===== src/rtl/pst_pkg.sv =====
package pst_pkg;

   localparam int PADDR_W = 24;
   localparam int PWORD_W = 24;
   localparam int DWORD_W = 16;
   localparam int PAGE_W  = 8;
   localparam int EA_W    = 16;
   localparam int BUS_AW  = 8;

   localparam int CFG_BIT = 7;

   localparam logic [PAGE_W-1:0] PAGE_RESET  = 8'h00;
   localparam logic [PAGE_W-1:0] LATCH_PAGE  = 8'hFA;
   localparam int                LATCH_DEPTH = 64;
   localparam int                LATCH_AW    = 6;

   localparam logic [BUS_AW-1:0] REG_TABLE_PAGE  = 8'h00;
   localparam logic [BUS_AW-1:0] REG_REMAP_PAGE  = 8'h04;
   localparam logic [BUS_AW-1:0] REG_PROG_ADDR_L = 8'h08;
   localparam logic [BUS_AW-1:0] REG_PROG_ADDR_H = 8'h0C;
   localparam logic [BUS_AW-1:0] REG_PROG_CMD    = 8'h10;
   localparam logic [BUS_AW-1:0] REG_STATUS      = 8'h14;

   localparam int STAT_BUSY    = 0;
   localparam int STAT_REFUSED = 1;

   localparam logic [PADDR_W-1:0] FETCH_STEP = 24'h000002;

   localparam logic [9:0] DOUBLE_WORDS = 10'h002;
   localparam logic [9:0] ROW_WORDS    = 10'h040;
   localparam logic [9:0] ERASE_WORDS  = 10'h200;

   localparam logic [PADDR_W-1:0] DOUBLE_SPAN = {13'h0000, DOUBLE_WORDS, 1'b0};
   localparam logic [PADDR_W-1:0] ROW_SPAN    = {13'h0000, ROW_WORDS, 1'b0};
   localparam logic [PADDR_W-1:0] ERASE_SPAN  = {13'h0000, ERASE_WORDS, 1'b0};

   typedef enum logic [1:0] {
      TBL_READ_LOW   = 2'h0,
      TBL_READ_HIGH  = 2'h1,
      TBL_WRITE_LOW  = 2'h2,
      TBL_WRITE_HIGH = 2'h3
   } pst_table_op_type;

   typedef enum logic [1:0] {
      PROG_DOUBLE = 2'h0,
      PROG_ROW    = 2'h1,
      PROG_ERASE  = 2'h2
   } pst_prog_kind_type;

   typedef enum logic [1:0] {
      ST_IDLE   = 2'h0,
      ST_ACCESS = 2'h1
   } pst_state_type;

   typedef struct packed {
      pst_table_op_type     op;
      logic                 byte_mode;
      logic [EA_W-1:0]      effective_address;
      logic [DWORD_W-1:0]   wdata;
   } pst_table_req_type;

   typedef struct packed {
      pst_prog_kind_type    kind;
      logic [PADDR_W-1:0]   base;
      logic [9:0]           words;
   } pst_prog_cmd_type;

   function automatic logic [PADDR_W-1:0] pst_span(input pst_prog_kind_type kind);
      case (kind)
         PROG_DOUBLE: pst_span = DOUBLE_SPAN;
         PROG_ROW:    pst_span = ROW_SPAN;
         default:     pst_span = ERASE_SPAN;
      endcase
   endfunction

   function automatic logic [9:0] pst_words(input pst_prog_kind_type kind);
      case (kind)
         PROG_DOUBLE: pst_words = DOUBLE_WORDS;
         PROG_ROW:    pst_words = ROW_WORDS;
         default:     pst_words = ERASE_WORDS;
      endcase
   endfunction

endpackage


===== src/rtl/pst_latch_mem.sv =====
`timescale 1ns/1ps
`default_nettype none
module pst_latch_mem (
   // Clock
   input  wire logic                          clock,
   // Write side, one enable per byte lane
   input  wire logic [2:0]                    write_lane,
   input  wire logic [pst_pkg::LATCH_AW-1:0]  write_index,
   input  wire logic [pst_pkg::PWORD_W-1:0]   write_word,
   // Read side, data registered
   input  wire logic                          read_en,
   input  wire logic [pst_pkg::LATCH_AW-1:0]  read_index,
   output logic      [pst_pkg::PWORD_W-1:0]   read_word
);
   import pst_pkg::*;

   logic [PWORD_W-1:0] mem_reg [LATCH_DEPTH];

   // One process owns the whole array, so no lane has a second driver
   always_ff @(posedge clock) begin
      for (int lane = 0; lane < 3; lane++) begin
         if (write_lane[lane]) begin
            mem_reg[write_index][lane*8 +: 8] <= write_word[lane*8 +: 8];
         end
      end
      if (read_en) begin
         read_word <= mem_reg[read_index];
      end
   end
endmodule // pst_latch_mem
`default_nettype wire


===== src/rtl/pst_prog_unit.sv =====
`timescale 1ns/1ps
`default_nettype none
module pst_prog_unit (
   // Clock and reset
   input  wire logic                         clock,
   input  wire logic                         reset,
   // Start request
   input  wire logic                         start,
   input  wire logic [1:0]                   kind,
   input  wire logic [pst_pkg::PADDR_W-1:0]  target,
   // Command to the array controller
   output logic                              cmd_valid,
   output pst_pkg::pst_prog_cmd_type         cmd
);
   import pst_pkg::*;

   pst_prog_kind_type  kind_sel;
   logic               kind_ok;
   logic [PADDR_W-1:0] span;
   logic [PADDR_W-1:0] aligned;

   assign kind_sel = pst_prog_kind_type'(kind);
   assign kind_ok  = (kind_sel == PROG_DOUBLE) || (kind_sel == PROG_ROW)
                     || (kind_sel == PROG_ERASE);
   assign span     = pst_span(kind_sel);
   // Rows and pages are edge aligned from the start of program memory
   assign aligned  = target & ~(span - 24'h000001);

   always_ff @(posedge clock) begin
      if (reset) begin
         cmd_valid <= 1'b0;
         cmd       <= '0;
      end else begin
         cmd_valid <= start && kind_ok;
         if (start && kind_ok) begin
            cmd.kind  <= kind_sel;
            cmd.base  <= aligned;
            cmd.words <= pst_words(kind_sel);
         end
      end
   end
endmodule // pst_prog_unit
`default_nettype wire


===== src/rtl/pst_table_access.sv =====
`timescale 1ns/1ps
`default_nettype none
module pst_table_access (
   // Clock and reset
   input  wire logic                          clock,
   input  wire logic                          reset,
   // Register port
   input  wire logic [pst_pkg::BUS_AW-1:0]    reg_addr,
   input  wire logic [pst_pkg::DWORD_W-1:0]   reg_wdata,
   input  wire logic                          reg_write,
   input  wire logic                          reg_read,
   output logic      [pst_pkg::DWORD_W-1:0]   reg_rdata,
   // Table operations from the core
   input  wire logic                          table_valid,
   input  wire pst_pkg::pst_table_req_type    table_req,
   output logic                               table_busy,
   output logic      [pst_pkg::DWORD_W-1:0]   table_rdata,
   output logic                               table_done,
   // Remapped read window
   input  wire logic                          remap_valid,
   input  wire logic [pst_pkg::EA_W-1:0]      remap_addr,
   output logic      [pst_pkg::DWORD_W-1:0]   remap_rdata,
   output logic                               remap_done,
   // Instruction fetch address
   input  wire logic                          fetch_load,
   input  wire logic [pst_pkg::PADDR_W-1:0]   fetch_target,
   input  wire logic                          fetch_step,
   output logic      [pst_pkg::PADDR_W-1:0]   fetch_addr,
   // Program array read port
   output logic                               flash_read,
   output logic      [pst_pkg::PADDR_W-1:0]   flash_addr,
   input  wire logic [pst_pkg::PWORD_W-1:0]   flash_rdata,
   // Programming command to the array controller
   output logic                               prog_valid,
   output pst_pkg::pst_prog_cmd_type          prog_cmd
);
   import pst_pkg::*;

   pst_state_type      state_reg;
   pst_state_type      state_next;
   pst_table_req_type  op_reg;
   logic               src_latch_reg;
   logic               remap_op_reg;
   logic [PAGE_W-1:0]  page_reg;
   logic [PAGE_W-1:0]  remap_page_reg;
   logic [PADDR_W-1:0] prog_addr_reg;
   logic               refused_reg;
   logic [PWORD_W-1:0] latch_word;

   // Formats a 24-bit program word for the data bus
   function automatic logic [DWORD_W-1:0] pst_format(input logic [PWORD_W-1:0] word,
                                                     input logic high, input logic byte_mode,
                                                     input logic byte_sel);
      logic [DWORD_W-1:0] result;
      result = 16'h0000;
      if (high) begin
         if (!byte_mode || !byte_sel) begin
            result = {8'h00, word[23:16]};
         end
      end else if (!byte_mode) begin
         result = word[15:0];
      end else begin
         result = {8'h00, byte_sel ? word[15:8] : word[7:0]};
      end
      return result;
   endfunction

   // Request decode
   wire                is_idle      = (state_reg == ST_IDLE);
   wire                take_table   = table_valid && is_idle;
   wire                take_remap   = remap_valid && !table_valid && is_idle;
   wire                is_write     = (table_req.op == TBL_WRITE_LOW)
                                      || (table_req.op == TBL_WRITE_HIGH);
   wire                byte_sel     = table_req.effective_address[0];
   wire [PADDR_W-1:0]  table_target = {page_reg, table_req.effective_address};
   wire                target_cfg   = page_reg[CFG_BIT];
   wire                target_latch = target_cfg && (page_reg == LATCH_PAGE);
   wire [PADDR_W-1:0]  remap_target = {remap_page_reg, remap_addr};

   // Write latch lanes: low ops own bits 15..0, high ops bits 23..16 only
   wire                write_low    = table_req.op == TBL_WRITE_LOW;
   wire                write_high   = table_req.op == TBL_WRITE_HIGH;
   wire                latch_we     = take_table && is_write && target_latch;
   wire [2:0]          lane_en      = {write_high && (!table_req.byte_mode || !byte_sel),
                                       write_low && (!table_req.byte_mode || byte_sel),
                                       write_low && (!table_req.byte_mode || !byte_sel)};
   wire [2:0]          write_lane   = latch_we ? lane_en : 3'h0;
   wire [PWORD_W-1:0]  write_word   = {table_req.wdata[7:0],
                                       table_req.byte_mode ? table_req.wdata[7:0]
                                                           : table_req.wdata[15:8],
                                       table_req.wdata[7:0]};
   wire                write_refuse = take_table && is_write && !target_latch;

   // Result path
   wire [PWORD_W-1:0]  src_word     = src_latch_reg ? latch_word : flash_rdata;
   wire                op_high      = (op_reg.op == TBL_READ_HIGH);
   wire                op_read      = (op_reg.op == TBL_READ_LOW) || op_high;
   wire [DWORD_W-1:0]  formatted    = pst_format(src_word, op_high, op_reg.byte_mode,
                                                 op_reg.effective_address[0]);
   wire [DWORD_W-1:0]  flash_low    = flash_rdata[15:0];
   wire [7:0]          flash_b0     = flash_rdata[7:0];
   wire [7:0]          flash_b1     = flash_rdata[15:8];
   wire [7:0]          flash_top    = flash_rdata[23:16];

   // Register port decode
   wire                wr_page      = reg_write && (reg_addr == REG_TABLE_PAGE);
   wire                wr_remap     = reg_write && (reg_addr == REG_REMAP_PAGE);
   wire                wr_prog_l    = reg_write && (reg_addr == REG_PROG_ADDR_L);
   wire                wr_prog_h    = reg_write && (reg_addr == REG_PROG_ADDR_H);
   wire                wr_prog_cmd  = reg_write && (reg_addr == REG_PROG_CMD);
   wire                clr_refused  = reg_write && (reg_addr == REG_STATUS)
                                      && reg_wdata[STAT_REFUSED];
   wire [PAGE_W-1:0]   wdata_low8   = reg_wdata[7:0];
   wire [DWORD_W-1:0]  status_word  = {14'h0000, refused_reg, state_reg == ST_ACCESS};
   wire [DWORD_W-1:0]  read_mux     =
      (reg_addr == REG_TABLE_PAGE)  ? {8'h00, page_reg} :
      (reg_addr == REG_REMAP_PAGE)  ? {8'h00, remap_page_reg} :
      (reg_addr == REG_PROG_ADDR_L) ? prog_addr_reg[15:0] :
      (reg_addr == REG_PROG_ADDR_H) ? {8'h00, prog_addr_reg[23:16]} :
      (reg_addr == REG_STATUS)      ? status_word : 16'h0000;

   // Fetch address: a load clears bit 23 and bit 0, a step keeps bit 0 clear but can carry into bit 23
   wire [PADDR_W-1:0]  fetch_even   = {1'b0, fetch_target[22:1], 1'b0};
   wire [PADDR_W-1:0]  fetch_inc    = fetch_addr + FETCH_STEP;

   assign state_next = (is_idle && (take_table || take_remap)) ? ST_ACCESS : ST_IDLE;

   pst_latch_mem u_latch (
      .clock       (clock),
      .write_lane  (write_lane),
      .write_index (table_req.effective_address[LATCH_AW:1]),
      .write_word  (write_word),
      .read_en     (take_table),
      .read_index  (table_req.effective_address[LATCH_AW:1]),
      .read_word   (latch_word)
   );

   pst_prog_unit u_prog (
      .clock     (clock),
      .reset     (reset),
      .start     (wr_prog_cmd),
      .kind      (reg_wdata[1:0]),
      .target    (prog_addr_reg),
      .cmd_valid (prog_valid),
      .cmd       (prog_cmd)
   );

   always_ff @(posedge clock) begin
      if (reset) begin
         state_reg <= ST_IDLE;
      end else begin
         case (state_reg)
            ST_IDLE:   state_reg <= state_next;
            ST_ACCESS: state_reg <= ST_IDLE;
            default:   state_reg <= ST_IDLE;
         endcase
      end
   end

   always_ff @(posedge clock) begin
      if (reset) begin
         op_reg        <= '0;
         src_latch_reg <= 1'b0;
         remap_op_reg  <= 1'b0;
         flash_read    <= 1'b0;
         flash_addr    <= '0;
         table_busy    <= 1'b0;
      end else begin
         flash_read <= take_remap || (take_table && !is_write && !target_latch);
         table_busy <= take_table || take_remap;
         if (take_table) begin
            op_reg        <= table_req;
            src_latch_reg <= target_latch;
            remap_op_reg  <= 1'b0;
            flash_addr    <= table_target;
         end else if (take_remap) begin
            remap_op_reg  <= 1'b1;
            flash_addr    <= remap_target;
         end
      end
   end

   always_ff @(posedge clock) begin
      if (reset) begin
         table_done  <= 1'b0;
         table_rdata <= '0;
         remap_done  <= 1'b0;
         remap_rdata <= '0;
      end else begin
         table_done <= (state_reg == ST_ACCESS) && !remap_op_reg;
         remap_done <= (state_reg == ST_ACCESS) && remap_op_reg;
         if ((state_reg == ST_ACCESS) && !remap_op_reg && op_read) begin
            table_rdata <= formatted;
         end
         if ((state_reg == ST_ACCESS) && remap_op_reg) begin
            remap_rdata <= flash_low;
         end
      end
   end

   always_ff @(posedge clock) begin
      if (reset) begin
         page_reg       <= PAGE_RESET;
         remap_page_reg <= PAGE_RESET;
         prog_addr_reg  <= '0;
         refused_reg    <= 1'b0;
         reg_rdata      <= '0;
      end else begin
         if (wr_page) page_reg <= wdata_low8;
         if (wr_remap) remap_page_reg <= wdata_low8;
         if (wr_prog_l) prog_addr_reg[15:0] <= reg_wdata;
         if (wr_prog_h) prog_addr_reg[23:16] <= wdata_low8;
         // Hardware set wins over a software clear in the same cycle
         refused_reg <= write_refuse || (refused_reg && !clr_refused);
         reg_rdata   <= reg_read ? read_mux : 16'h0000;
      end
   end

   always_ff @(posedge clock) begin
      if (reset) begin
         fetch_addr <= '0;
      end else if (fetch_load) begin
         fetch_addr <= fetch_even;
      end else if (fetch_step) begin
         fetch_addr <= fetch_inc;
      end
   end
endmodule // pst_table_access
`default_nettype wire


===== config.mk =====
export PLATFORM = sky130hd
export DESIGN_NAME = pst_table_access
export DESIGN_NICKNAME = d
export VERILOG_FILES = /design/src/rtl/pst_pkg.sv /design/src/rtl/pst_latch_mem.sv /design/src/rtl/pst_prog_unit.sv /design/src/rtl/pst_table_access.sv
export SDC_FILE = /design/constraint.sdc
export NUM_CORES = 2
export LEC_CHECK = 0
export ABC_AREA = 1
export BUFFER_PORTS_ARGS = -buffer_cell sky130_fd_sc_hd__buf_4
export CORE_MARGIN = 2
export CORE_UTILIZATION = 39
export CTS_BUF_LIST = sky130_fd_sc_hd__clkbuf_16
export DETAILED_ROUTE_END_ITERATION = 7
export SYNTH_ARGS = -nofsm -noshare
export SYNTH_HDL_FRONTEND = slang
export SYNTH_HIERARCHICAL = 1
export SYNTH_SLANG_ARGS = --single-unit

===== constraint.sdc =====
create_clock -name clock -period 3.8 [get_ports clock]
set_clock_uncertainty 0.2 [all_clocks]
set_input_delay 0.38 -clock clock [delete_from_list [all_inputs] [get_ports clock]]
set_output_delay 0.38 -clock clock [all_outputs]
set_load 0.05 [all_outputs]

Word-level counts from Yosys, hierarchy flattened
Memories as Yosys holds them, arrays and structs flattened. A register that Yosys moved wholly into a read port is not among the register bits.
Index checks and enable logic that the tools add are counted.
{ "word_totals": {"register_bits": 186, "mem_bits_rw": 1536, "input_bits": 131, "out_inout_bits": 137, "mem_count": 1} }
{ "mem_list": {"columns": ["memory", "depth", "width", "read_ports", "rd_clocked_by_memory_dff", "wr", "line", "text"], "rows": [
  ["u_latch.mem_reg", 64, 24, 1, 1, 1, "pst_latch_mem.sv:17", "logic [PWORD_W-1:0] mem_reg [LATCH_DEPTH];"]
]} }
{ "classes": {"add_sub_neg": 2, "n_eq_ne": 12, "n_mux": 25, "bitwise": 4, "reduce_logical": 55} }
{ "op_table": {"columns": ["cell", "n"], "rows": [
  ["two-way mux 24 bit", 3],
  ["two-way mux 16 bit", 3],
  ["two-way mux 8 bit", 6],
  ["two-way mux 23 bit", 2],
  ["logical AND 1 bit", 25],
  ["adder 24 x 2 -> 24 bit, second input constant", 1],
  ["AND 24 bit", 1],
  ["inverter 24 bit", 1],
  ["case mux 11 bit (2 select lines)", 1],
  ["case mux 10 bit (2 select lines)", 1],
  ["equality test 8 x 4 -> 1 bit, second input constant", 2],
  ["equality test 8 x 5 -> 1 bit, second input constant", 2],
  ["subtractor 11 x 1 -> 12 bit, second input constant", 1],
  ["logical OR 1 bit", 10],
  ["zero test 1 bit", 9],
  ["equality test 8 x 3 -> 1 bit, second input constant", 1],
  ["equality test 8 bit, second input constant", 1],
  ["zero test 8 bit", 1],
  ["OR reduction 2 bit", 4],
  ["two-way mux 1 bit", 7],
  ["equality test 2 x 1 -> 1 bit, second input constant", 3],
  ["equality test 2 bit, second input constant", 3],
  ["zero test 2 bit", 3],
  ["nonzero test 2 bit", 2],
  ["4 further kinds", 5]
]} }

Logic depth before layout (Yosys ltp)
{ "logic_depth": {"depth_word": 7, "mapped_depth": 13, "ltp_nobuf": 9} }

By module
The synthesis kept the hierarchy.
{ "by_module_without_submodules": {"columns": ["module", "n_inst", "cells_each", "area_each_um2"], "rows": [
  ["pst_latch_mem", 1, 5435, 63742.4],
  ["pst_table_access", 1, 968, 6762.7],
  ["pst_prog_unit", 1, 144, 1213.7]
]} }

Least setup slack after synthesis
Ideal clock, no wire load.
{ "synth_timing": {"path_type": "flip-flop to flip-flop", "from": "register state_reg[0]", "to": "memory u_latch.mem_reg[56][0], enable pin", "setup_ps": 383, "arrival_time_ps": 2093, "required_ps": 3217, "path_slack_ps": 1123, "stages_incl_launch_ff": 10, "n_path_buf": 1, "path_cell_list": "dfxtp_1 > inv_2 > nand2_2 > inv_2 > nand3_1 > or3_1 > nor2_1 > inv_2 > buf_1 > nor3_1"} }
{ "synth_between": {"elab_chain_cells": 7} }
{ "synth_rtl": {"columns": ["element", "line", "text"], "rows": [
  ["start: declaration", "pst_table_access.sv:39", "pst_state_type state_reg;"],
  ["start signal: assignment", "pst_table_access.sv:153", "ST_IDLE: state_reg <= state_next;"],
  ["zero test 2 bit", "pst_table_access.sv:69", "wire is_idle = (state_reg == ST_IDLE);"],
  ["logical AND 1 bit", "pst_table_access.sv:70", "wire take_table = table_valid && is_idle;"],
  ["logical AND 1 bit (2 in a row)", "pst_table_access.sv:83", "wire latch_we = take_table && is_write && target_latch;"],
  ["two-way mux 3 bit", "pst_table_access.sv:87", "wire [2:0] write_lane = latch_we ? lane_en : 3'h0;"],
  ["net write_lane[0]", "pst_table_access.sv:87", null],
  ["two-way mux 1 bit", "pst_latch_mem.sv:22", "if (write_lane[lane]) begin"],
  ["two-way mux 1 bit (implied by the code)", "pst_latch_mem.sv:23", "mem_reg[write_index][lane*8 +: 8] <= write_word[lane*8 +: 8];"],
  ["end: declaration", "pst_latch_mem.sv:17", null]
]} }
The timed path passes the listed nets, and every way through them passes these cells.

Worst setup path in the final report
{ "layout_timing": {"from": "register page_reg[7]", "to": "memory u_latch.mem_reg[31][1], enable pin"} }
{ "layout_between": {"elab_chain_cells": 6} }
{ "layout_rtl": {"columns": ["element", "line", "text"], "rows": [
  ["start: declaration", "pst_table_access.sv:44", "logic [PAGE_W-1:0] page_reg;"],
  ["start signal: assignment", "pst_table_access.sv:209", "if (wr_page) page_reg <= wdata_low8;"],
  ["equality test 8 bit", "pst_table_access.sv:77", "wire target_latch = target_cfg && (page_reg == LATCH_PAGE);"],
  ["logical AND 1 bit *", "pst_table_access.sv:77", null],
  ["logical AND 1 bit *", "pst_table_access.sv:83", null],
  ["two-way mux 3 bit *", "pst_table_access.sv:87", null],
  ["net write_lane[0]", "pst_table_access.sv:87", null],
  ["two-way mux 1 bit *", "pst_latch_mem.sv:22", null],
  ["two-way mux 1 bit (implied by the code) *", "pst_latch_mem.sv:23", null]
]} }
The timed path passes the listed nets; every way through them passes the cells marked *.

==> key figures <==
Floorplan
  • Floorplan Core Area: 0.1829 sq mm
  • Total Die Area: approximately 0.19 sq mm
  • Site row count: around 160
  • Initial cell density of the core: roughly two fifths
  • Overall die width: 432.8 um
  • Vertical die dimension: between 400 and 500 um
  • Num ports: between 200 and 300

Synth
  • Avg Synthesized Cell Area: 10.95 sq um
  • Synthesis warning total: 6
  • Number of register bits inferred by synthesis: ~1,700
  • Post-synthesis async set-or-reset flop share: 0%
  • Ys flop type: edfxtp_1
  • Library cells used by synthesis: 45
  • Area share of the largest cell type after synthesis: around two thirds
  • Cell count after synthesis: roughly 6,500
  • Number of enable-type register cells in the synthesized netlist: ~1,600
  • Syn Std Cell Area: a little over 0.07 sq mm
  • Leading post-synthesis cells by cell area: edfxtp_1 (65%), nand2_1 (12%), nand3_1 (9.4%), dfxtp_1 (4.9%), nor2_1 (1.7%)
  • Share of synthesized area occupied by flip-flops and latches: a little over two thirds
  • Top cell type by total area after synthesis: edfxtp_1

Global routing
  • Wire length of the first global-routing pass: between 300,000 and 400,000 um
  • Total routing usage reported by global routing: a little over a fifth
  • Vias in the first global route: around 48,000
  • Antenna violations before repair: 4
  • Pin count of the biggest net entering global routing: ~140
  • GRT Residual Overflow: 0

Setup path
  • Required arrival time at the worst endpoint: 4130 ps
  • Critical path startpoint category: flip-flop
  • Endpoint kind of the worst setup timing path: flip-flop
  • Type of the worst setup path: flip-flop to flip-flop
  • Largest driver fanout on the critical path: 35
  • Data arrival time of the critical path: roughly 3800 ps

Clocking
  • Count of buffers added by post-CTS timing repair for setup: 0
  • Max clock buf depth: 3
  • Later-pin clock latency in the skew report: a little over 800 ps
  • Clock transition at path regs: around 60 ps
  • Number of H-tree levels: 4
  • Post-CTS Resized: 0
  • Clk root buf: clkbuf_16
  • Number of buffers inserted during clock tree synthesis: 180
  • Number of sinks on the clock net: between 1,500 and 2,000
  • Clock tree from TritonCTS: yes

Worst hold path
  • Classification of the worst-slack hold path: primary input to flip-flop

Detailed routing
  • Residual DRC count: 0
  • Pre-antenna DRT Iters: 6
  • Antenna-violating nets left: 0
  • Vias per inst: approximately 5.2
  • Average wire per standard cell: around 22 um
  • Wire length after detailed routing: ~210,000 um
  • Via total after detailed routing: around 50,000
  • Drt first-iter violations: a little under 6,000

Layout
  • Ant. Diodes: 0
  • Number of flip-flops under the largest register name: 1,536
  • Fraction of layout cells with a size suffix above 1: a little under an eighth
  • Number of standard cells in the layout, taps in and fillers out: around 9,600
  • Area taken by multi-input logic gates: 0.01874 sq mm
  • Number of filler instances in the final layout: between 15,000 and 20,000
  • Area taken by flip-flops and latches: 0.05035 sq mm
  • Count of nets after finishing: around 7,100
  • Layout Area Growth over Synthesis: 17.68%

Timing
  • Setup total negative slack: 0 ps
  • Setup repair after global routing missed its margin: no
  • Final setup violation count: 0
  • Final Hold Violating Endpoints: 0
  • Number of pins exceeding their max-slew limit in the final report: 0
  • Maximum clock frequency: approximately 290 MHz
  • Max-slew headroom at the worst pin: 30.58%
  • Min cycle time layout: 3483 ps
  • Slew @ Worst Pin: 1040 ps
  • Ratio of final minimum period to clock period: 91.65%

Power and ir drop
  • Pwr Total: between 40 and 50 mW
  • Cell area power density: a little under 500 mW/mm^2
  • Leakage power summed over all cells: 31.10 nW
  • Worst vdd ir: approximately 0.00046 V

Placed design
  • # placed instances: 9,108
  • Port Buffers: roughly 260
  • Dpl hpwl: approximately 130,000 um
  • Placer congestion estimate: around 0.90

Flow run
  • Maximum Capacitance Violations: 0

Run status
  • Result of the run: finished clean
[Yosys cell counts (all sizes together) (3+ instances only)]
library cell and n:
nand3 1345, or2 3, nand4 4, o211ai 10, clkbuf 117, clkinv 7, o21bai 4, nand2 2228
dfxtp 175, inv 98, xnor2 4, edfxtp 1560, a22oi 15, a21oi 106, o21ai 136, nor3 82
a31oi 4, nor2 334, buf 303
[where the power goes]
| part | internal [mW] | leakage [nW] | switching (mW) | total (mW) |
|---|---|---|---|---|
| Clock | 9.80 | 2.97 | 7.42 | 17.2 |
| Sequential | 20.9 | 15.5 | 0.0760 | 21.0 |
| Combinational | 0.875 | 12.7 | 2.25 | 3.12 |
| Total | 31.6 | 31.1 | 9.74 | 41.3 |
[cell usage in the layout (no fill, tap or decap), types with 5 or more instances in the layout]
cell	count
dfxtp_1	175
nand3_1	1344
inv_16	5
inv_2	25
conb_1	10
clkinv_1	51
o21ai_2	15
nor2_4	5
clkbuf_16	180
o211ai_1	10
a21oi_2	9
a21oi_1	97
buf_4	471
edfxtp_1	1560
nor3_1	62
nand2_1	2208
clkinv_2	23
buf_12	35
clkinv_8	5
dlygate4sd3_1	178
nor2_1	325
o21ai_0	117
nor3_2	17
a22oi_1	15
inv_1	113
bufinv_16	17
inv_6	7
nand2_2	17
[layout make-up]
type / instances / share of cell area (%)
inverter: 105 / 0.4922
timing repair buffer: 687 / 7.180
clock inverter: 151 / 1.478
clock buffer: 180 / 5.337
tap: 2464 / 3.653
sequential: 1735 / 59.66
multi-input combinational: 4295 / 22.20
[final timing paths]
kind | cells after the start | from | to | slack, ps
worst max-delay path | 8 | page_reg[7] | u_latch/mem_reg[31][1] | 320
worst min-delay path | 2 | table_req[4] | u_latch/mem_reg[30][4] | 6
worst max register to register | 8 | page_reg[7] | u_latch/mem_reg[31][1] | 320
worst min register to register | 2 | prog_addr_reg[8] | reg_rdata[8] | 260
[stage by stage]
step / setup WS (ps) / area [sq um] / util, % / hold slack [ps]
floorplan: 1123 / 71750 / - / 230.4
finish: 317.4 / 84400 / 46.15 / 6.078
CTS: 295.4 / 84400 / 46.15 / 5.683
global route: 162.9 / 84400 / 46.15 / 13.36
detailed placement: 353.6 / 76860 / 42.03 / 245.5
global placement: 364.1 / 76860 / 42.03 / 243.9
[worst max-delay path, cell delays in order (launching register included)]
cell and delay, ps:
dfxtp_1 340, inv_1 70, nor3_1 320, nand3_1 140, or3_1 430, nor2_1 340
inv_2 460, nor3_1 610, buf_4 240
[kinds of logic after synthesis]
family                     after synthesis  synth area share (%)
and+or+nand+nor                       3999                 23.76
DFF                                   1735                 70.20
buffers and inverters                  525                 3.739
AOI/OAI and AO/OA                      278                 2.183
xor gates and xnor gates                 6               0.07327
adders and majority gates                2               0.03489
other                                    2               0.01047
[per-layer routing]
layer | up-vias | routed length, um | GRT usage [%] | part of all wire (%)
li1 | 23620 | - | - | -
met1 | 24450 | 85770 | 28.87 | 41
met2 | 1997 | 97250 | 35.26 | 47
met3 | 353 | 16490 | 4.183 | 8.0
met4 | 4 | 7298 | 7.985 | 3.5
met5 | - | 32 | 0 | 0.015
[what timing repair did]
| item | in CTS | in global routing |
|---|---|---|
| hold buffers | 178 | 0 |
| hold endpoints to repair | 213 | 0 |
| setup endpoints to repair | 0 | 0 |
(Power assumes the default switching activity.)
